$ cat config.mk
export PLATFORM = sky130hd
export DESIGN_NAME = dtcc_top
export DESIGN_NICKNAME = d
export VERILOG_FILES = /design/src/dtcc_pkg.sv /design/src/dtcc_prescaler.sv /design/src/dtcc_refresh_timer.sv /design/src/dtcc_top.sv
export VERILOG_INCLUDE_DIRS = /design/src
export SDC_FILE = /design/constraint.sdc
export NUM_CORES = 1
export LEC_CHECK = 0
export ABC_AREA = 1
export BUFFER_PORTS_ARGS = -buffer_cell sky130_fd_sc_hd__buf_2
export CELL_PAD_IN_SITES_DETAIL_PLACEMENT = 1
export CELL_PAD_IN_SITES_GLOBAL_PLACEMENT = 1
export CORE_MARGIN = 5
export CORE_UTILIZATION = 36
export CTS_BUF_LIST = sky130_fd_sc_hd__clkbuf_4
export CTS_CLUSTER_SIZE = 12
export DETAILED_ROUTE_END_ITERATION = 8
export GPL_TIMING_DRIVEN = 0
export PLACE_DENSITY_LB_ADDON = 0.08
export SYNTH_ARGS = -nofsm -noshare
export SYNTH_HDL_FRONTEND = slang
export SYNTH_SLANG_ARGS = --single-unit
$ cat constraint.sdc
create_clock -name clk_sys -period 2.4 [get_ports clk_sys]
set_clock_uncertainty 0.1 [all_clocks]
set_input_delay 0.24 -clock clk_sys [delete_from_list [all_inputs] [get_ports clk_sys]]
set_output_delay 0.24 -clock clk_sys [all_outputs]
set_load 0.01 [all_outputs]
$ cat src/dtcc_defines.svh
`ifndef DTCC_DEFINES_SVH
`define DTCC_DEFINES_SVH
// ----------------------------------------
// field widths and reset values
// ----------------------------------------
`define DTCC_DATA_W        12
`define DTCC_CLOCK_DIVIDER_VALUE_W       7
`define DTCC_CLOCK_DIVIDER_VALUE_RST     7'h00
`define DTCC_REFRESH_W     6
`define DTCC_HOLD_W        10
`define DTCC_WARM_W        14
`define DTCC_EVSEL_W       4
// ----------------------------------------
// timing figures (ns) and clock rate
// ----------------------------------------
`define DTCC_CLK_PERIOD_NS 8
`define DTCC_WARM_L0_NS    100000
`define DTCC_WARM_L1_NS    85000
`define DTCC_WARM_L23_NS   8000
`define DTCC_WARM_L0_CYC   ((`DTCC_WARM_L0_NS + `DTCC_CLK_PERIOD_NS - 1) / `DTCC_CLK_PERIOD_NS)
`define DTCC_WARM_L1_CYC   ((`DTCC_WARM_L1_NS + `DTCC_CLK_PERIOD_NS - 1) / `DTCC_CLK_PERIOD_NS)
`define DTCC_WARM_L23_CYC  ((`DTCC_WARM_L23_NS + `DTCC_CLK_PERIOD_NS - 1) / `DTCC_CLK_PERIOD_NS)
`endif

$ cat src/dtcc_pkg.sv
`default_nettype none
package dtcc_pkg;
  // trigger selection codes
  typedef enum logic [2:0] {
    DTCC_TRIG_SW      = 3'h0,
    DTCC_TRIG_EVENT   = 3'h1,
    DTCC_TRIG_REFRESH = 3'h2,
    DTCC_TRIG_SW_EV   = 3'h3,
    DTCC_TRIG_SW_REF  = 3'h4,
    DTCC_TRIG_SENSE   = 3'h5
  } dtcc_trig_t;
  // channel state
  typedef enum logic [1:0] {
    DTCC_CH_IDLE,
    DTCC_CH_WARM,
    DTCC_CH_DRIVE,
    DTCC_CH_HOLD
  } dtcc_ch_t;
endpackage
`default_nettype wire

$ cat src/dtcc_prescaler.sv
`include "dtcc_defines.svh"
`default_nettype none
// converter clock divider: one tick every divider+1 input ticks
module dtcc_prescaler #(
  parameter int CLOCK_DIVIDER_VALUE_W = `DTCC_CLOCK_DIVIDER_VALUE_W
) (
  // clock and reset
  input  wire logic               clk_sys,
  input  wire logic               srst,
  // control
  input  wire logic               run,
  input  wire logic               inTick,
  input  wire logic               restart,
  input  wire logic [CLOCK_DIVIDER_VALUE_W-1:0] divider,
  // converter tick
  output var  logic               convTick
);
  logic [CLOCK_DIVIDER_VALUE_W-1:0] cnt_r, cnt_nxt;
  logic               tick_r, tick_nxt;

  // ----------------------------------------
  // divide
  // ----------------------------------------
  // count input ticks, restart clears phase
  always_comb begin
    cnt_nxt  = cnt_r;
    tick_nxt = 1'b0;
    if (!run || restart) begin
      cnt_nxt = '0;
    end else if (inTick) begin
      if (cnt_r >= divider) begin
        cnt_nxt  = '0;
        tick_nxt = 1'b1;
      end else begin
        cnt_nxt = cnt_r + 1'b1;
      end
    end
  end

  // state registers
  always_ff @(posedge clk_sys) begin
    if (srst) begin
      cnt_r  <= '0;
      tick_r <= 1'b0;
    end else begin
      cnt_r  <= cnt_nxt;
      tick_r <= tick_nxt;
    end
  end
  assign convTick = tick_r;
endmodule // dtcc_prescaler
`default_nettype wire

$ cat src/dtcc_refresh_timer.sv
`include "dtcc_defines.svh"
`default_nettype none
// refresh timer: wraps after interval converter ticks
module dtcc_refresh_timer #(
  parameter int REF_W = `DTCC_REFRESH_W
) (
  // clock and reset
  input  wire logic             clk_sys,
  input  wire logic             srst,
  // control
  input  wire logic             run,
  input  wire logic             convTick,
  input  wire logic [REF_W-1:0] interval,
  // wrap pulse
  output var  logic             wrap
);
  logic [REF_W-1:0] cnt_r, cnt_nxt;
  logic             wrap_r, wrap_nxt;

  // ----------------------------------------
  // count
  // ----------------------------------------
  // count converter ticks, wrap at interval
  always_comb begin
    cnt_nxt  = cnt_r;
    wrap_nxt = 1'b0;
    if (!run) begin
      cnt_nxt = '0;
    end else if (convTick) begin
      if (cnt_r + 1'b1 >= interval) begin
        cnt_nxt  = '0;
        wrap_nxt = 1'b1;
      end else begin
        cnt_nxt = cnt_r + 1'b1;
      end
    end
  end

  // state registers
  always_ff @(posedge clk_sys) begin
    if (srst) begin
      cnt_r  <= '0;
      wrap_r <= 1'b0;
    end else begin
      cnt_r  <= cnt_nxt;
      wrap_r <= wrap_nxt;
    end
  end
  assign wrap = wrap_r;
endmodule // dtcc_refresh_timer
`default_nettype wire

$ cat src/dtcc_top.sv
// Function
// - Convert only on enabled channels; event, refresh and sense triggers on disabled channels are ignored.
// - Software modes: a channel data write starts a conversion.
// - Joint write loads both channels and triggers every enabled channel in a software mode.
// - Event modes: pulse on selected event line starts a conversion.
// - Refresh modes: each refresh timer wrap starts a conversion.
// - Sense mode: each sequencer request starts a conversion.
// - Trigger rate at most 0.5 MHz and clock/12; no rate check, a trigger while one is pending merges into it.
// - First conversion after enable runs the programmed warmup.
// - Warm flag set once a channel's warmup completes.
// - Sample mode drives for hold time; continuous drives until disable.
// - Single-ended: channel n drives output n, unsigned 12-bit code.
// - Differential: channel 0 signed code; positive on output 1, negative on 0.
// - Async source uses oscillator; deep sleep while enabled and sync flags error.
// - Differential mode keeps both channels in lock step.
// - Refresh timer runs while an enabled channel picks refresh; wraps and triggers.
// - Prescaler divides by 1 to 128; converter clock should be at most 1 MHz but is not limited, divider 0 ticks on every input tick.
// - Prescaler runs while a channel is enabled; latency varies one period.
// - Divider reset bit restarts the prescaler on each channel 0 trigger.
// - Disabling a channel discards its pending triggers.
// - Data written before enable in software modes converts on enable.
// - Hold time zero in sample mode never drives the output.
`include "dtcc_defines.svh"
`default_nettype none
module dtcc_top #(
  parameter int DATA_W  = `DTCC_DATA_W,
  parameter int CLOCK_DIVIDER_VALUE_W = `DTCC_CLOCK_DIVIDER_VALUE_W,
  parameter int REF_W   = `DTCC_REFRESH_W,
  parameter int HOLD_W  = `DTCC_HOLD_W,
  parameter int WARM_W  = `DTCC_WARM_W,
  parameter int EVSEL_W = `DTCC_EVSEL_W,
  parameter int NEV     = 16
) (
  // clock and reset
  input  wire logic                 clk_sys,
  input  wire logic                 srst,
  // channel enable
  input  wire logic [1:0]           channelEnable,
  // per channel configuration
  input  var  dtcc_pkg::dtcc_trig_t trigSel0,
  input  var  dtcc_pkg::dtcc_trig_t trigSel1,
  input  wire logic [EVSEL_W-1:0]   trigChannelSelect0,
  input  wire logic [EVSEL_W-1:0]   trigChannelSelect1,
  input  wire logic [1:0]           asyncProducerFlag,
  input  wire logic [1:0]           sampleThenRelease,
  input  wire logic [HOLD_W-1:0]    driveHoldTime,
  input  wire logic [WARM_W-1:0]    warmupDuration,
  // shared configuration
  input  wire logic                 differentialEnable,
  input  wire logic                 converterClockSource,
  input  wire logic                 ch0DividerResetOnTrigger,
  input  wire logic [CLOCK_DIVIDER_VALUE_W-1:0]   clockDividerValue,
  input  wire logic [REF_W-1:0]     refreshInterval,
  // data writes
  input  wire logic                 sampleWrite0,
  input  wire logic                 sampleWrite1,
  input  wire logic                 jointWrite,
  input  wire logic [DATA_W-1:0]    sampleData0,
  input  wire logic [DATA_W-1:0]    sampleData1,
  // trigger sources
  input  wire logic [NEV-1:0]       reflexEvent,
  input  wire logic [1:0]           senseRequest,
  input  wire logic                 oscTick,
  input  wire logic                 deepSleepEnter,
  // status
  output var  logic [1:0]           channelActiveFlag,
  output var  logic [1:0]           channelWarmFlag,
  output var  logic                 deepSleepErrorFlag,
  // analog stage drive
  output var  logic [1:0]           outDriveEn,
  output var  logic [DATA_W-1:0]    outCode0,
  output var  logic [DATA_W-1:0]    outCode1
);
  import dtcc_pkg::*;

  // ----------------------------------------
  // helpers
  // ----------------------------------------
  function automatic logic isSw(input dtcc_trig_t t);
    return t == DTCC_TRIG_SW || t == DTCC_TRIG_SW_EV || t == DTCC_TRIG_SW_REF;
  endfunction
  function automatic logic isEv(input dtcc_trig_t t);
    return t == DTCC_TRIG_EVENT || t == DTCC_TRIG_SW_EV;
  endfunction
  function automatic logic isRef(input dtcc_trig_t t);
    return t == DTCC_TRIG_REFRESH || t == DTCC_TRIG_SW_REF;
  endfunction

  dtcc_trig_t         trigSel [2];
  logic [EVSEL_W-1:0] evSel [2];
  logic [1:0]         swWrite;
  logic               convTick, refreshWrap, inTick, prescRun, ch0Trig;
  logic [1:0]         evHit, trigNow;
  logic [NEV-1:0]     evPrev_r;

  assign trigSel[0] = trigSel0;
  assign trigSel[1] = trigSel1;
  assign evSel[0]   = trigChannelSelect0;
  assign evSel[1]   = trigChannelSelect1;
  assign swWrite    = {sampleWrite1 | jointWrite, sampleWrite0 | jointWrite};
  // input tick: every clk in sync mode, oscillator ticks in async mode
  assign inTick     = converterClockSource ? oscTick : 1'b1;
  assign prescRun   = |channelEnable;

  // ----------------------------------------
  // clock division and refresh
  // ----------------------------------------
  dtcc_prescaler #(.CLOCK_DIVIDER_VALUE_W(CLOCK_DIVIDER_VALUE_W)) dtcc_prescaler_inst (
    .clk_sys  (clk_sys),
    .srst     (srst),
    .run      (prescRun),
    .inTick   (inTick),
    .restart  (ch0Trig & ch0DividerResetOnTrigger),
    .divider  (clockDividerValue),
    .convTick (convTick)
  );

  dtcc_refresh_timer #(.REF_W(REF_W)) dtcc_refresh_timer_inst (
    .clk_sys  (clk_sys),
    .srst     (srst),
    .run      ((channelEnable[0] & isRef(trigSel[0])) |
               (channelEnable[1] & isRef(trigSel[1]))),
    .convTick (convTick),
    .interval (refreshInterval),
    .wrap     (refreshWrap)
  );

  // ----------------------------------------
  // trigger decode
  // ----------------------------------------
  // rising edge on the selected event line
  always_comb begin
    for (int i = 0; i < 2; i++) begin
      evHit[i] = reflexEvent[evSel[i]] & ~evPrev_r[evSel[i]];
      trigNow[i] = (isSw(trigSel[i]) & swWrite[i])
                 | (isEv(trigSel[i]) & evHit[i])
                 | (isRef(trigSel[i]) & refreshWrap)
                 | ((trigSel[i] == DTCC_TRIG_SENSE) & senseRequest[i]);
    end
    // differential: channel 1 follows channel 0 in lock step
    if (differentialEnable) begin
      trigNow[1] = trigNow[0];
    end
  end
  assign ch0Trig = trigNow[0] & channelEnable[0];

  always_ff @(posedge clk_sys) begin
    if (srst) begin
      evPrev_r <= '0;
    end else begin
      evPrev_r <= reflexEvent;
    end
  end

  // ----------------------------------------
  // channel engines
  // ----------------------------------------
  dtcc_ch_t          st_r [2], st_nxt [2];
  logic [1:0]        pend_r, pend_nxt, dataNew_r, dataNew_nxt;
  logic [1:0]        warm_r, warm_nxt, drive_r, drive_nxt, en_r;
  logic [WARM_W-1:0] wcnt_r [2], wcnt_nxt [2];
  logic [HOLD_W-1:0] hcnt_r [2], hcnt_nxt [2];
  logic [DATA_W-1:0] data_r [2], data_nxt [2];
  logic [DATA_W-1:0] live_r [2], live_nxt [2];

  // pending trigger, warmup, then drive per the drive style
  always_comb begin
    for (int i = 0; i < 2; i++) begin
      st_nxt[i]      = st_r[i];
      pend_nxt[i]    = pend_r[i];
      dataNew_nxt[i] = dataNew_r[i];
      warm_nxt[i]    = warm_r[i];
      drive_nxt[i]   = drive_r[i];
      wcnt_nxt[i]    = wcnt_r[i];
      hcnt_nxt[i]    = hcnt_r[i];
      live_nxt[i]    = live_r[i];
      data_nxt[i]    = data_r[i];
      if (swWrite[i]) begin
        data_nxt[i]    = (i == 0) ? sampleData0 : sampleData1;
        dataNew_nxt[i] = 1'b1;
      end
      if (!channelEnable[i]) begin
        st_nxt[i]    = DTCC_CH_IDLE;
        pend_nxt[i]  = 1'b0;
        warm_nxt[i]  = 1'b0;
        drive_nxt[i] = 1'b0;
        wcnt_nxt[i]  = '0;
      end else begin
        if (trigNow[i] || (!en_r[i] && isSw(trigSel[i]) && dataNew_r[i])) begin
          pend_nxt[i] = 1'b1;
        end
        case (st_r[i])
          DTCC_CH_IDLE: begin
            if (pend_r[i] && convTick) begin
              pend_nxt[i]    = trigNow[i]; // same-tick trigger stays pending
              live_nxt[i]    = data_r[i];
              dataNew_nxt[i] = swWrite[i];
              st_nxt[i]      = warm_r[i] ? DTCC_CH_DRIVE : DTCC_CH_WARM;
            end
          end
          DTCC_CH_WARM: begin
            if (wcnt_r[i] >= warmupDuration) begin
              warm_nxt[i] = 1'b1;
              st_nxt[i]   = DTCC_CH_DRIVE;
            end else begin
              wcnt_nxt[i] = wcnt_r[i] + 1'b1;
            end
          end
          DTCC_CH_DRIVE: begin
            hcnt_nxt[i] = '0;
            if (!sampleThenRelease[i]) begin
              drive_nxt[i] = 1'b1;
              st_nxt[i]    = DTCC_CH_IDLE;
            end else if (driveHoldTime == '0) begin
              drive_nxt[i] = 1'b0;
              st_nxt[i]    = DTCC_CH_IDLE;
            end else begin
              drive_nxt[i] = 1'b1;
              st_nxt[i]    = DTCC_CH_HOLD;
            end
          end
          DTCC_CH_HOLD: begin
            if (convTick) begin
              if (hcnt_r[i] + 1'b1 >= driveHoldTime) begin
                drive_nxt[i] = 1'b0;
                st_nxt[i]    = DTCC_CH_IDLE;
              end else begin
                hcnt_nxt[i] = hcnt_r[i] + 1'b1;
              end
            end
          end
          default: st_nxt[i] = DTCC_CH_IDLE;
        endcase
      end
    end
  end

  // channel registers
  always_ff @(posedge clk_sys) begin
    if (srst) begin
      for (int i = 0; i < 2; i++) begin
        st_r[i]   <= DTCC_CH_IDLE;
        wcnt_r[i] <= '0;
        hcnt_r[i] <= '0;
        data_r[i] <= '0;
        live_r[i] <= '0;
      end
      pend_r    <= 2'h0;
      dataNew_r <= 2'h0;
      warm_r    <= 2'h0;
      drive_r   <= 2'h0;
      en_r      <= 2'h0;
    end else begin
      for (int i = 0; i < 2; i++) begin
        st_r[i]   <= st_nxt[i];
        wcnt_r[i] <= wcnt_nxt[i];
        hcnt_r[i] <= hcnt_nxt[i];
        data_r[i] <= data_nxt[i];
        live_r[i] <= live_nxt[i];
      end
      pend_r    <= pend_nxt;
      dataNew_r <= dataNew_nxt;
      warm_r    <= warm_nxt;
      drive_r   <= drive_nxt;
      en_r      <= channelEnable;
    end
  end

  // ----------------------------------------
  // outputs and status
  // ----------------------------------------
  logic [1:0]        actNxt, drvNxt;
  logic [DATA_W-1:0] code0Nxt, code1Nxt;
  logic              errNxt;

  // output mapping and deep sleep check
  always_comb begin
    actNxt = channelEnable | drive_r;
    drvNxt = drive_r;
    if (differentialEnable) begin
      // signed code: flip sign to offset form, negative side inverted
      code1Nxt = {~live_r[0][DATA_W-1], live_r[0][DATA_W-2:0]};
      code0Nxt = ~code1Nxt;
      drvNxt   = {drive_r[0], drive_r[0]};
    end else begin
      code0Nxt = live_r[0];
      code1Nxt = live_r[1];
    end
    errNxt = deepSleepErrorFlag |
             (deepSleepEnter & (|channelEnable) & ~converterClockSource);
  end

  always_ff @(posedge clk_sys) begin
    if (srst) begin
      channelActiveFlag  <= 2'h0;
      channelWarmFlag    <= 2'h0;
      deepSleepErrorFlag <= 1'b0;
      outDriveEn         <= 2'h0;
      outCode0           <= '0;
      outCode1           <= '0;
    end else begin
      channelActiveFlag  <= actNxt;
      channelWarmFlag    <= warm_r;
      deepSleepErrorFlag <= errNxt;
      outDriveEn         <= drvNxt;
      outCode0           <= code0Nxt;
      outCode1           <= code1Nxt;
    end
  end
endmodule // dtcc_top
`default_nettype wire

Word level (Yosys, flattened, before mapping)
Memories as Yosys holds them, arrays and structs flattened. Cells that the tools add are included.

Mux-type cells: 92. Bitwise operators: 47. Shift-type cells: 0. Equal/unequal tests: 20. Div/mod/pow operators: 0. $mul: 0. Order comparisons: 8. Reductions and logical operators: 38. Add/subtract/negate cells: 6.

Operators by type and width (count): $mux 12 (14); $mux 14 (8); $mux 10 (8); $pmux 10 s2 (2); $mux 2 (18); $mux 1 (32); $add 14x1->14 const B (2); $ge 14x14->1 (2); $add 10x1->10 const B (2); $ge 10x10->1 (2); $or 1x1->1 (20); $and 1x1->1 (16); $bmux 1 s4 (4); $pmux 2 s4 (2); $eq 3x2->1 const B (4); $eq 3x3->1 const B (4); $not 12->12 (1); $logic_or 1x1->1 (11); $logic_not 10->1 (1); $lt 4x5->1 const B (2); $reduce_or 2->1 (5); $not 1->1 (9); $eq 2x2->1 const B (4); $add 7x1->7 const B (1); 19 further kinds (37).

ROM bits: 0. Output and inout bits: 31. Input bits: 109. Bits in registers: 72. Memories: 5. Logic and storage cells: 235. RAM bits: 100. Latch bits: 0.

Memories: wcnt_r (depth 2, width 14, rd ports 2, clocked after memory_dff 0, wr ports 2, line dtcc_top.sv:161) `logic [WARM_W-1:0] wcnt_r [2], wcnt_nxt [2];`; data_r (depth 2, width 12, rd ports 2, clocked after memory_dff 0, wr ports 2, line dtcc_top.sv:163) `logic [DATA_W-1:0] data_r [2], data_nxt [2];`; live_r (depth 2, width 12, rd ports 2, clocked after memory_dff 0, wr ports 2, line dtcc_top.sv:164) `logic [DATA_W-1:0] live_r [2], live_nxt [2];`; hcnt_r (depth 2, width 10, rd ports 2, clocked after memory_dff 0, wr ports 2, line dtcc_top.sv:162) `logic [HOLD_W-1:0] hcnt_r [2], hcnt_nxt [2];`; st_r (depth 2, width 2, rd ports 2, clocked after memory_dff 0, wr ports 2, line dtcc_top.sv:158) `dtcc_ch_t st_r [2], st_nxt [2];`.

Logic depth before layout (Yosys ltp)
Gate-level depths: netlist (run 1).

Depth after elaboration: 13. Gate-level depth with buffers: 18. Mapped depth without buffers: 17.

Modules after synthesis
From an unflattened synthesis (run 1), not the netlist that was laid out.

Cells, all modules: 1353. Area total of the unflattened synthesis: 9298.9 µm².

Modules (own cells, without submodules): dtcc_top (seq. area each 3143.0 µm², instances 1, cells each 1190, area an instance 8162.8 µm²); dtcc_prescaler (seq. area each 160.2 µm², instances 1, cells each 88, area an instance 621.8 µm²); dtcc_refresh_timer (seq. area each 140.1 µm², instances 1, cells each 75, area an instance 514.2 µm²).

Least setup slack after synthesis (run 1)
Ideal clock, no wire load.

Path type: reg-to-reg. Start: mem hcnt_r[0][10] (netlist name). End: mem hcnt_r[0][17] (netlist name). Required time: 2.184 ns. Clock period less this slack: 2.581 ns. Library setup time: 0.116 ns. Buffers on the path: 1. Slack: -0.181 ns. Stages on the path, launching flop included: 19. Arrival time: 2.366 ns. Cell sequence: dfxtp_1 > ha_1 > nand2_1 > inv_1 > nand4_1 > nor2_1 > nand2_1 > xor2_1 > inv_1 > ha_1 > nand2_1 > nor2_1 > o211ai_1 > nand4_1 > nand2_2 > nand2_2 > buf_6 > o21ai_0 > nor2_1.

RTL lines (line): from (decl) (dtcc_top.sv:162).

==> impl_metrics.env, run 1 <==
export IMPL_status="complete, but fails checks"
export IMPL_violations="setup timing"
export IMPL_worst_pin_slew_ns=0.8580
export IMPL_drtPass1Iterations=4
export IMPL_start_util=0.3672
export IMPL_vias=9358
export IMPL_wl_per_cell_um=15.94
export IMPL_cts_tree="yes"
export IMPL_power_leakage_nw=5.583
export IMPL_placed_area_mm2=0.01039
export IMPL_portBuffers=135
export IMPL_grt_first_pass_wirelength_um=47950
export IMPL_synth_distinct_cells=40
export IMPL_path_class="reg -> reg"
export IMPL_ys_seq_area_frac=0.3713
export IMPL_finalCritPeriodShare=1.136
export IMPL_track_usage=0.2039
export IMPL_drive_gt1_frac=0.2274
export IMPL_fin_hold_ws_ns=0.03312
export IMPL_clk_root_buffer_cell="clkbuf_4"
export IMPL_cts_sinks=172
export IMPL_place_congestion=0.8667
export IMPL_cts_buffers=17
export IMPL_crit_required_ns=2.77
export IMPL_syn_nets=1493
export IMPL_power_clock_fraction=0.348
export IMPL_maxSlewViolCount=0
export IMPL_pwr_share_comb=0.121
export IMPL_synth_edf_count=0
export IMPL_syn_inst=1317
export IMPL_clock_path_buffers=2
export IMPL_antenna_found_initial=1
export IMPL_setup_ws_ns=-0.3257
export IMPL_io_pins=140
export IMPL_relSlewSlack=0.4280
export IMPL_async_reset_ff_frac=0
export IMPL_synth_ff_type="dfxtp_1"
export IMPL_die_w_um=170.5
export IMPL_final_min_clock_period_ns=2.726
export IMPL_p_int_mw=3.758
export IMPL_clock_latency_ns=0.61
export IMPL_fin_area_mm2=0.01215
export IMPL_end_kind="register"
export IMPL_preCtsSetupSlack_ns=-0.5204
export IMPL_swShare=0.3249
export IMPL_yosys_register_bits=172
export IMPL_dpl_hpwl_um=22260
export IMPL_syn_avg_cell_area_um2=7.041
export IMPL_nets=1746
export IMPL_postRouteAntennaNets=0
export IMPL_first_global_vias=9647
export IMPL_drt_initial_drc_count=349
export IMPL_die_h_um=170.5
export IMPL_ir_drop_mv=0.3215
export IMPL_syn2layout_area_growth_pct=31.08
export IMPL_startpoint_type="register"
export IMPL_power_density_mw_per_mm2=458.0
export IMPL_routed_wl_um=30510
export IMPL_hp_class="in -> reg"
export IMPL_cp_max_fo=7
export IMPL_hold_viol=0
export IMPL_utilization=0.4813
export IMPL_fin_setup_tns_ns=-5.555
export IMPL_crit_arrival_ns=3.09
export IMPL_grt_max_degree=23
export IMPL_vias_per_cell=4.889
export IMPL_htreeDepth=4
export IMPL_seq_power_share=0.532
export IMPL_rows=58
export IMPL_finalSetupViolations=26
export IMPL_fillers=3221
export IMPL_rsz0062_at_grt="true"
export IMPL_dieArea_mm2=0.02907
export IMPL_max_freq_ghz=0.3669
export IMPL_gr_total_overflow=0
export IMPL_core_area_mm2=0.02525
export IMPL_yosys_warnings=0
export IMPL_clkTransAtPathRegs_ns=0.20
export IMPL_synthesis_area_mm2=0.009273
export IMPL_max_cap_viol_count=0
export IMPL_post_route_drc_count=0
export IMPL_p_switching_mw=1.808
-- flip-flops by register name (all words and copies together) (netlist names), 4 cells and up --
| register | count |
|---|---|
| dtcc_prescaler_inst.cnt_r | 7 |
| outCode0 | 12 |
| outCode1 | 12 |
| hcnt_r | 20 |
| wcnt_r | 28 |
| evPrev_r | 16 |
| data_r | 24 |
| live_r | 24 |
| dtcc_refresh_timer_inst.cnt_r | 6 |
| st_r | 4 |
-- routing by layer --
metal  wire, um  track usage  vias up  part of all wire
li1           -            -     4750                 -
met1      13780       0.2604     4434              0.45
met2      15250       0.3576      154              0.50
met3       1080      0.03604       20             0.035
met4        396      0.05069        0             0.013
met5          0            0        -                 0
-- worst max-delay path: stages (launching register included) --
cell	delay [ns]
dfxtp_4	0.40
ha_4	0.16
nand2_2	0.08
inv_2	0.04
buf_4	0.14
nand2_1	0.07
nand2_1	0.06
o21ai_0	0.14
inv_1	0.09
ha_1	0.28
nand2_1	0.12
nor2_1	0.06
o211ai_1	0.09
nand4_1	0.22
nand2_2	0.18
nand2_4	0.09
buf_6	0.15
a21oi_2	0.11
nor3_2	0.05
-- final timing paths --
kind,endpoint,cells past startpoint,slack (ns),start
hold reg to reg,outCode0[11],2,0.35,live_r[0][11]
setup / recovery,hcnt_r[0][13],18,-0.33,hcnt_r[0][11]
setup reg to reg,hcnt_r[0][13],18,-0.33,hcnt_r[0][11]
hold / removal,data_r[0][12],5,0.03,sampleWrite1
-- placed cells by master, fill, tap and decap left out, types with 5 or more instances in the layout --
master         synthesis  final
ha_4                   0      9
a21oi_1              117     98
nand2_2                7     15
nand2_4                0      7
nand3_2                1     12
inv_2                 10     16
dlygate4sd3_1          0     58
xor2_1                26     22
o21ai_1                4      6
clkinv_8               0      6
o21ai_0               98     90
clkbuf_1              26     26
xnor2_1                9      7
nor2_1               197    191
ha_1                  67     58
nor3_1                25     23
nand4_1               14     14
o22ai_1                5      5
dfxtp_4                0      7
dfxtp_1              172    155
nor4_1                 8      8
o211ai_1               5      5
buf_2                  3    138
a211oi_1               7      7
inv_1                180    172
nand2_1              231    216
nand3_1               60     47
buf_4                  2     38
dfxtp_2                0     10
o21a_1                 6      6
clkbuf_4               0     17
a21oi_2                8     27
o21ai_2                0      6
nor2_4                 2      8
buf_6                  4      9
-- power groups by stage --
stage                     logic (mW)  registers (mW)  clock network (mW)
after floorplan                0.313            3.03                   0
after global placement         0.560            3.02                   0
after detailed placement       0.574            3.02                   0
after CTS                      0.662            2.96                2.00
after global routing           0.760            2.97                2.12
final                          0.671            2.96                1.94
-- logic make-up after synthesis --
family | Yosys count | share of synthesized area
xor gates and xnor gates | 35 | 0.03306
DFF | 172 | 0.3713
and+or+nand+nor | 563 | 0.2614
buffers and inverters | 228 | 0.09823
AOI/OAI and AO/OA | 252 | 0.1456
adders and majority gates | 67 | 0.09041
-- Yosys cell counts (2+ instances only) --
library cell  number  area [um2]
nand2_1          231       867.1
nor2_1           197       739.5
inv_1            180       675.7
dfxtp_1          172        3443
a21oi_1          117       585.6
o21ai_0           98       490.5
ha_1              67       838.3
nand3_1           60       300.3
clkbuf_1          26       97.59
xor2_1            26       227.7
nor3_1            25       125.1
nand4_1           14       87.58
inv_2             10       37.54
xnor2_1            9       78.83
a21oi_2            8       70.07
nor4_1             8       50.05
a211oi_1           7       52.55
nand2_2            7       43.79
o21a_1             6       45.04
o211ai_1           5       37.54
o22ai_1            5       31.28
buf_6              4       45.04
nand3b_1           4       30.03
nor3_2             4       40.04
o21ai_1            4       20.02
buf_2              3       15.01
nor2_2             3       18.77
buf_4              2       15.01
nand4_4            2       42.54
nor2_4             2       22.52
nor3b_1            2       15.01
-- metrics by stage --
step / power, mW / cells
5_1_grt: 5.849 / 1914
3_5_place_dp: 3.598 / 1782
4_1_cts: 5.626 / 1904
2_1_floorplan: 3.339 / 1317
6_report: 5.566 / 1914
3_3_place_gp: 3.582 / 1782
-- what timing repair did --
action | CTS | global route
hold endpoints to repair | 71 | 0
gates resized for setup | 85 | 51
setup buffers | 30 | 9
endpoints found under the setup margin | 32 | 33
pin swaps | 45 | 30
cloned | 2 | 0
hold buffers | 58 | 0
-- cell type report --
type	count	area, um2	area share
multi-input cells	917	5408	0.4449
plain buffers	36	193.9	0.01596
diodes	1	2.502	0.0002059
well taps	330	412.9	0.03397
clock inverters	15	222.7	0.01832
clock buffers	17	127.6	0.01050
flip-flops and latches	172	3482	0.2865
repair buffers	234	1577	0.1297
inverters	192	728.2	0.05991
(Power assumes the default switching activity.)
==> run 2: changes to the inputs <==
--- a/config.mk
+++ b/config.mk
@@ -17,6 +17,7 @@
 export DETAILED_ROUTE_END_ITERATION = 8
 export GPL_TIMING_DRIVEN = 0
 export PLACE_DENSITY_LB_ADDON = 0.08
+export RECOVER_POWER = 100
 export SYNTH_ARGS = -nofsm -noshare
 export SYNTH_HDL_FRONTEND = slang
 export SYNTH_SLANG_ARGS = --single-unit
==> run 2 against run 1 <==
Effect of this change: the flow still finishes with violations (setup timing); largest power group unchanged; critical endpoint unchanged; sequential share of layout area grew 0.22 points; flip-flop and latch count stayed put; maximum frequency is 0.20% lower.
==> impl_metrics.env, run 2 (synthesized netlist as in run 1, its figures left out) <==
export IMPL_dp_cells=1782
export IMPL_largest_reg_flops=28
export IMPL_crit_required_ns=2.77
export IMPL_first_global_vias=9647
export IMPL_crit_arrival_ns=3.10
export IMPL_fin_area_mm2=0.01206
export IMPL_antenna_found_initial=1
export IMPL_power_density_mw_per_mm2=461.1
export IMPL_path_class="reg -> reg"
export IMPL_routed_wl_um=30520
export IMPL_final_common_cell="nand2_1"
export IMPL_finalCritPeriodShare=1.138
export IMPL_power_leakage_nw=5.432
export IMPL_fin_hold_ws_ns=0.02992
export IMPL_cts_buffers=17
export IMPL_nets=1746
export IMPL_grt_first_pass_wirelength_um=47950
export IMPL_crit_chain="ha_4 > nand2_2 > inv_2 > buf_4 > nand2_1 > nand2_1 > o21ai_0 > inv_1 > ha_1 > nand2_1 > nor2_1 > o211ai_1 > nand4_1 > nand2_2 > nand2_4 > buf_6 > a21oi_2 > nor3_2"
export IMPL_status="complete, but fails checks"
export IMPL_drtPass1Iterations=4
export IMPL_final_min_clock_period_ns=2.731
export IMPL_core_area_mm2=0.02525
export IMPL_dieArea_mm2=0.02907
export IMPL_portBuffers=135
export IMPL_post_route_drc_count=0
export IMPL_vias=9338
export IMPL_cts_sinks=172
export IMPL_placed_area_mm2=0.01039
export IMPL_htreeDepth=4
export IMPL_clock_path_buffers=2
export IMPL_startpoint_type="register"
export IMPL_rrSetupSlack_ns=-0.33
export IMPL_vias_per_cell=4.879
export IMPL_die_h_um=170.5
export IMPL_drive_gt1_frac=0.2009
export IMPL_cts_tree="yes"
export IMPL_clkTransAtPathRegs_ns=0.20
export IMPL_gr_total_overflow=0
export IMPL_top_regs="wcnt_r x28, data_r x24, live_r x24"
export IMPL_largest_register="wcnt_r"
export IMPL_syn2layout_area_growth_pct=30.01
export IMPL_max_freq_ghz=0.3662
export IMPL_clock_latency_ns=0.61
export IMPL_hp_class="in -> reg"
export IMPL_crit_path_top_delay_cell="dfxtp_4"
export IMPL_rows=58
export IMPL_dpl_hpwl_um=22260
export IMPL_preCtsSetupSlack_ns=-0.5204
export IMPL_worst_pin_slew_ns=0.8579
export IMPL_track_usage=0.2039
export IMPL_violations="setup timing"
export IMPL_clk_root_buffer_cell="clkbuf_4"
export IMPL_rsz0062_at_grt="true"
export IMPL_reg2reg_from="hcnt_r[0][11]"
export IMPL_drt_initial_drc_count=408
export IMPL_crit_path_frequent_cell="nand2_1"
export IMPL_final_cell_mix="nand2_1, nor2_1, inv_1"
export IMPL_ir_drop_mv=0.3217
export IMPL_total_power_mw=5.559
export IMPL_wl_per_cell_um=15.95
export IMPL_fillers=3240
export IMPL_max_stage_delay_ns=0.40
export IMPL_relSlewSlack=0.4281
export IMPL_cp_max_fo=7
export IMPL_hold_path_startpoint="sampleWrite1"
export IMPL_setup_worst_path_start="hcnt_r[0][11]"
export IMPL_postRouteAntennaNets=0
export IMPL_setup_ws_ns=-0.3311
export IMPL_hold_viol=0
export IMPL_end_kind="register"
export IMPL_die_w_um=170.5
export IMPL_grt_max_degree=23
export IMPL_max_cap_viol_count=0
export IMPL_finalSetupViolations=37
export IMPL_place_congestion=0.8667
export IMPL_maxSlewViolCount=0
export IMPL_start_util=0.3672
export IMPL_instances_no_fill=1914
export IMPL_io_pins=140
-- run 2: worst max-delay path, delay by kind of cell (launching register included) --
| kind | cells | cell delay, ns |
|---|---|---|
| AND/OR/NAND/NOR | 9 | 0.93 |
| adder cells (fa/ha/maj) | 2 | 0.44 |
| buffers and inverters | 4 | 0.42 |
| flip-flops | 1 | 0.40 |
| AO/OA/AOI/OAI | 3 | 0.34 |
-- run 2: layer usage --
layer  wire (um)  GRT usage
met5           0          0
met2       15230     0.3576
met1       13900     0.2604
met3         912    0.03604
met4         473    0.05069
-- run 2: power by group --
part,internal [mW],switching (mW),total [mW]
Combinational,0.272,0.392,0.665
Clock,0.554,1.38,1.94
Sequential,2.93,0.0341,2.96
Total,3.75,1.81,5.56
-- run 2: timing repair --
action / CTS / global route
cloned: 2 / 0
hold buffers: 58 / 0
resized for setup: 85 / 51
setup endpoints to repair: 32 / 33
hold endpoints to repair: 71 / 0
pin swaps: 45 / 30
setup buffers: 30 / 9
-- run 2: stage by stage --
stage	utilization	setup TNS (ns)
after floorplan	-	-0.1133
after global routing	0.4774	-13.76
after detailed placement	0.4114	-11.53
after global placement	0.4114	-10.98
after CTS	0.4705	-4.084
final	0.4774	-6.972
-- run 2: final cells by class --
| cell class | count | area, um2 | area share |
|---|---|---|---|
| Clock inverter | 15 | 222.7 | 0.01847 |
| Tap cell | 330 | 412.9 | 0.03425 |
| Inverter | 192 | 726.9 | 0.06030 |
| Buffer | 36 | 190.2 | 0.01578 |
| Multi-Input combinational cell | 917 | 5356 | 0.4443 |
| Timing Repair Buffer | 234 | 1535 | 0.1273 |
| Clock buffer | 17 | 127.6 | 0.01059 |
| Antenna cell | 1 | 2.502 | 0.0002076 |
| Sequential cell | 172 | 3481 | 0.2887 |
-- run 2: worst paths after layout --
kind                   end  depth (start not counted)
max          hcnt_r[0][13]                         18
min          data_r[0][12]                          5
max reg2reg  hcnt_r[0][13]                         18
min reg2reg   outCode0[11]                          2
==> run 3: changes to the inputs <==
--- a/config.mk
+++ b/config.mk
@@ -6,7 +6,6 @@
 export SDC_FILE = /design/constraint.sdc
 export NUM_CORES = 1
 export LEC_CHECK = 0
-export ABC_AREA = 1
 export BUFFER_PORTS_ARGS = -buffer_cell sky130_fd_sc_hd__buf_2
 export CELL_PAD_IN_SITES_DETAIL_PLACEMENT = 1
 export CELL_PAD_IN_SITES_GLOBAL_PLACEMENT = 1
==> run 3 against run 2 <==
Effect of this change: hold slack gained 0.037 ns; the run still ends with setup timing left; clock power shrank 7%; first-iteration DRC count shrank 34%; critical path type unchanged; worst setup slack lost 0.28 ns; highest routed layer is now met5; synthesized area shrank 4.6%.
==> impl_metrics.env, run 3 <==
export IMPL_fin_hold_ws_ns=0.06694
export IMPL_violations="setup timing"
export IMPL_final_min_clock_period_ns=3.007
export IMPL_maxSlewViolCount=0
export IMPL_drt_initial_drc_count=271
export IMPL_core_area_mm2=0.02425
export IMPL_cts_tree="yes"
export IMPL_dpl_hpwl_um=19240
export IMPL_multi_input_area_mm2=0.005803
export IMPL_crit_path_top_delay_cell="a2111o_1"
export IMPL_die_h_um=166.8
export IMPL_start_util=0.3648
export IMPL_nets=1431
export IMPL_clock_path_buffers=2
export IMPL_placed_area_mm2=0.01004
export IMPL_synth_edf_count=0
export IMPL_htreeDepth=4
export IMPL_clk_root_buffer_cell="clkbuf_4"
export IMPL_largest_register="wcnt_r"
export IMPL_synth_distinct_cells=64
export IMPL_status="complete, but fails checks"
export IMPL_io_pins=140
export IMPL_reg2reg_depth=13
export IMPL_post_synth_top_area_cell="dfxtp_1"
export IMPL_max_cap_viol_count=0
export IMPL_clkTransAtPathRegs_ns=0.18
export IMPL_syn_inst=993
export IMPL_hold_viol=0
export IMPL_crit_required_ns=2.76
export IMPL_power_leakage_nw=5.249
export IMPL_postRouteAntennaNets=0
export IMPL_hp_class="in -> reg"
export IMPL_yosys_register_bits=172
export IMPL_startpoint_type="register"
export IMPL_total_power_mw=5.387
export IMPL_final_cell_mix="dfxtp_1, buf_2, nor2_1"
export IMPL_grt_first_pass_wirelength_um=43150
export IMPL_crit_arrival_ns=3.36
export IMPL_finalCritPeriodShare=1.253
export IMPL_syn2layout_area_growth_pct=36.34
export IMPL_portBuffers=135
export IMPL_cp_max_fo=6
export IMPL_synth_ff_type="dfxtp_1"
export IMPL_worst_pin_slew_ns=0.8536
export IMPL_ir_drop_mv=0.3254
export IMPL_yosysMostFrequentCell="dfxtp_1"
export IMPL_syn_nets=1169
export IMPL_synth_fa_ha_area_frac=0.09477
export IMPL_synthTopCellsByCount="dfxtp_1, nor2_1, nand2_1"
export IMPL_rsz0062_at_grt="true"
export IMPL_final_common_cell="dfxtp_1"
export IMPL_first_global_vias=8367
export IMPL_dp_cells=1452
export IMPL_synth_top_family_by_area="simple AND/OR/NAND/NOR gates"
export IMPL_antenna_found_initial=6
export IMPL_synth_compound_area_frac=0.1533
export IMPL_path_buf_inv=2
export IMPL_holdPathStages=4
export IMPL_wl_per_cell_um=16.97
export IMPL_finalSetupViolations=46
export IMPL_preCtsSetupSlack_ns=-0.9565
export IMPL_place_congestion=0.7838
export IMPL_dieArea_mm2=0.02781
export IMPL_synthSimpleGateAreaFrac=0.1919
export IMPL_synth_xor_area_frac=0.04950
export IMPL_cp_top_family="compound AO/OA/AOI/OAI gates"
export IMPL_instances_no_fill=1593
export IMPL_fillers=2854
export IMPL_path_class="reg -> reg"
export IMPL_cts_sinks=172
export IMPL_yosys_warnings=0
export IMPL_top_regs="wcnt_r x28, data_r x24, live_r x24"
export IMPL_rows=57
export IMPL_relSlewSlack=0.4310
export IMPL_vias_per_cell=5.018
export IMPL_drive_gt1_frac=0.2674
export IMPL_async_reset_ff_frac=0
export IMPL_max_stage_delay_ns=0.45
export IMPL_drtPass1Iterations=4
export IMPL_setup_ws_ns=-0.6070
export IMPL_post_route_drc_count=0
export IMPL_ys_top_cells_by_area="dfxtp_1, ha_1, mux2i_1"
export IMPL_seqCellArea_mm2=0.003496
export IMPL_die_w_um=166.8
export IMPL_cts_buffers=17
export IMPL_power_density_mw_per_mm2=446.7
export IMPL_syn_avg_cell_area_um2=8.908
export IMPL_fin_setup_tns_ns=-13.37
export IMPL_fin_area_mm2=0.01206
export IMPL_yosysTopAreaCellShare=0.3893
export IMPL_crit_chain="and3_4 > and3_4 > and3_4 > nand3_4 > xnor2_4 > ha_4 > nand2_1 > o21ai_2 > a2111o_1 > buf_4 > buf_4 > o21ai_0 > a31oi_1"
export IMPL_ys_seq_area_frac=0.3893
export IMPL_synthesis_area_mm2=0.008846
export IMPL_largest_reg_flops=28
export IMPL_synthMuxAreaShare=0.07921
export IMPL_vias=7994
export IMPL_grt_max_degree=22
export IMPL_routed_wl_um=27040
export IMPL_track_usage=0.1895
export IMPL_gr_total_overflow=0
export IMPL_clock_latency_ns=0.58
export IMPL_end_kind="register"
export IMPL_crit_path_frequent_cell="and3_4"
export IMPL_max_freq_ghz=0.3326
export IMPL_utilization=0.4974
export IMPL_cp_num_cells=13
## run 3: changes by cell type after synthesis, moves of 23 or more
cell / before / now
nand2_1: 231 / 84
xnor2_1: 9 / 32
nor2b_1: 0 / 26
inv_1: 180 / 64
nand2b_1: 0 / 28
nand3_1: 60 / 27
a21oi_1: 117 / 70
nor2_1: 197 / 102
o21ai_0: 98 / 36
mux2i_1: 0 / 40
## run 3: worst min-delay path: cells and delay by family
kind	cells	cell delay (ns)
multiplexers	1	0.20
AO/OA/AOI/OAI	2	0.17
buffers and inverters	1	0.09
## run 3: repair_timing
action	in CTS	in global routing
hold endpoints to repair	51	0
cloned	2	1
endpoints found under the setup margin	55	79
setup buffers	32	20
hold buffers	54	0
pin swaps	31	37
resized for setup	89	78
## run 3: cell type report
class,instances,share of cell area
multi-input cells,723,0.4812
well taps,324,0.03361
clock buffers,17,0.01058
clock inverters,15,0.01712
flip-flops and latches,172,0.2899
diodes,1,0.0002075
plain buffers,34,0.01079
inverters,64,0.01992
repair buffers,243,0.1367
## run 3: cell families (layout without fill, tap and decap cells)
group / after synthesis / after routing
other: 0 / 1
xor gates and xnor gates: 50 / 50
AOI/OAI and AO/OA: 206 / 207
DFF: 172 / 172
adders and majority gates: 67 / 67
and+or+nand+nor: 344 / 344
muxes: 55 / 55
buffers and inverters: 99 / 373
## run 3: path summary, 6_finish.rpt
| kind | from | to | slack [ns] |
|---|---|---|---|
| hold reg to reg | data_r[0][21] | data_r[0][21] | 0.36 |
| setup reg to reg | hcnt_r[0][1] | hcnt_r[0][7] | -0.61 |
| setup / recovery | hcnt_r[0][1] | hcnt_r[0][7] | -0.61 |
| hold / removal | trigChannelSelect1[0] | pend_r[1] | 0.07 |
## run 3: layer usage
layer  GRT usage  wire length, um  up-vias
met1      0.2419            12400     3802
met3     0.04503             1160       35
met2      0.3310            13150      132
met5           0               62        -
li1            -                -     4015
met4     0.03380              263       10
## run 3: power breakdown
group / leakage, nW / total [mW] / switching, mW / internal, mW
clock network: 0.172 / 1.81 / 1.29 / 0.523
registers: 1.41 / 2.94 / 0.0285 / 2.91
logic: 3.66 / 0.638 / 0.329 / 0.309
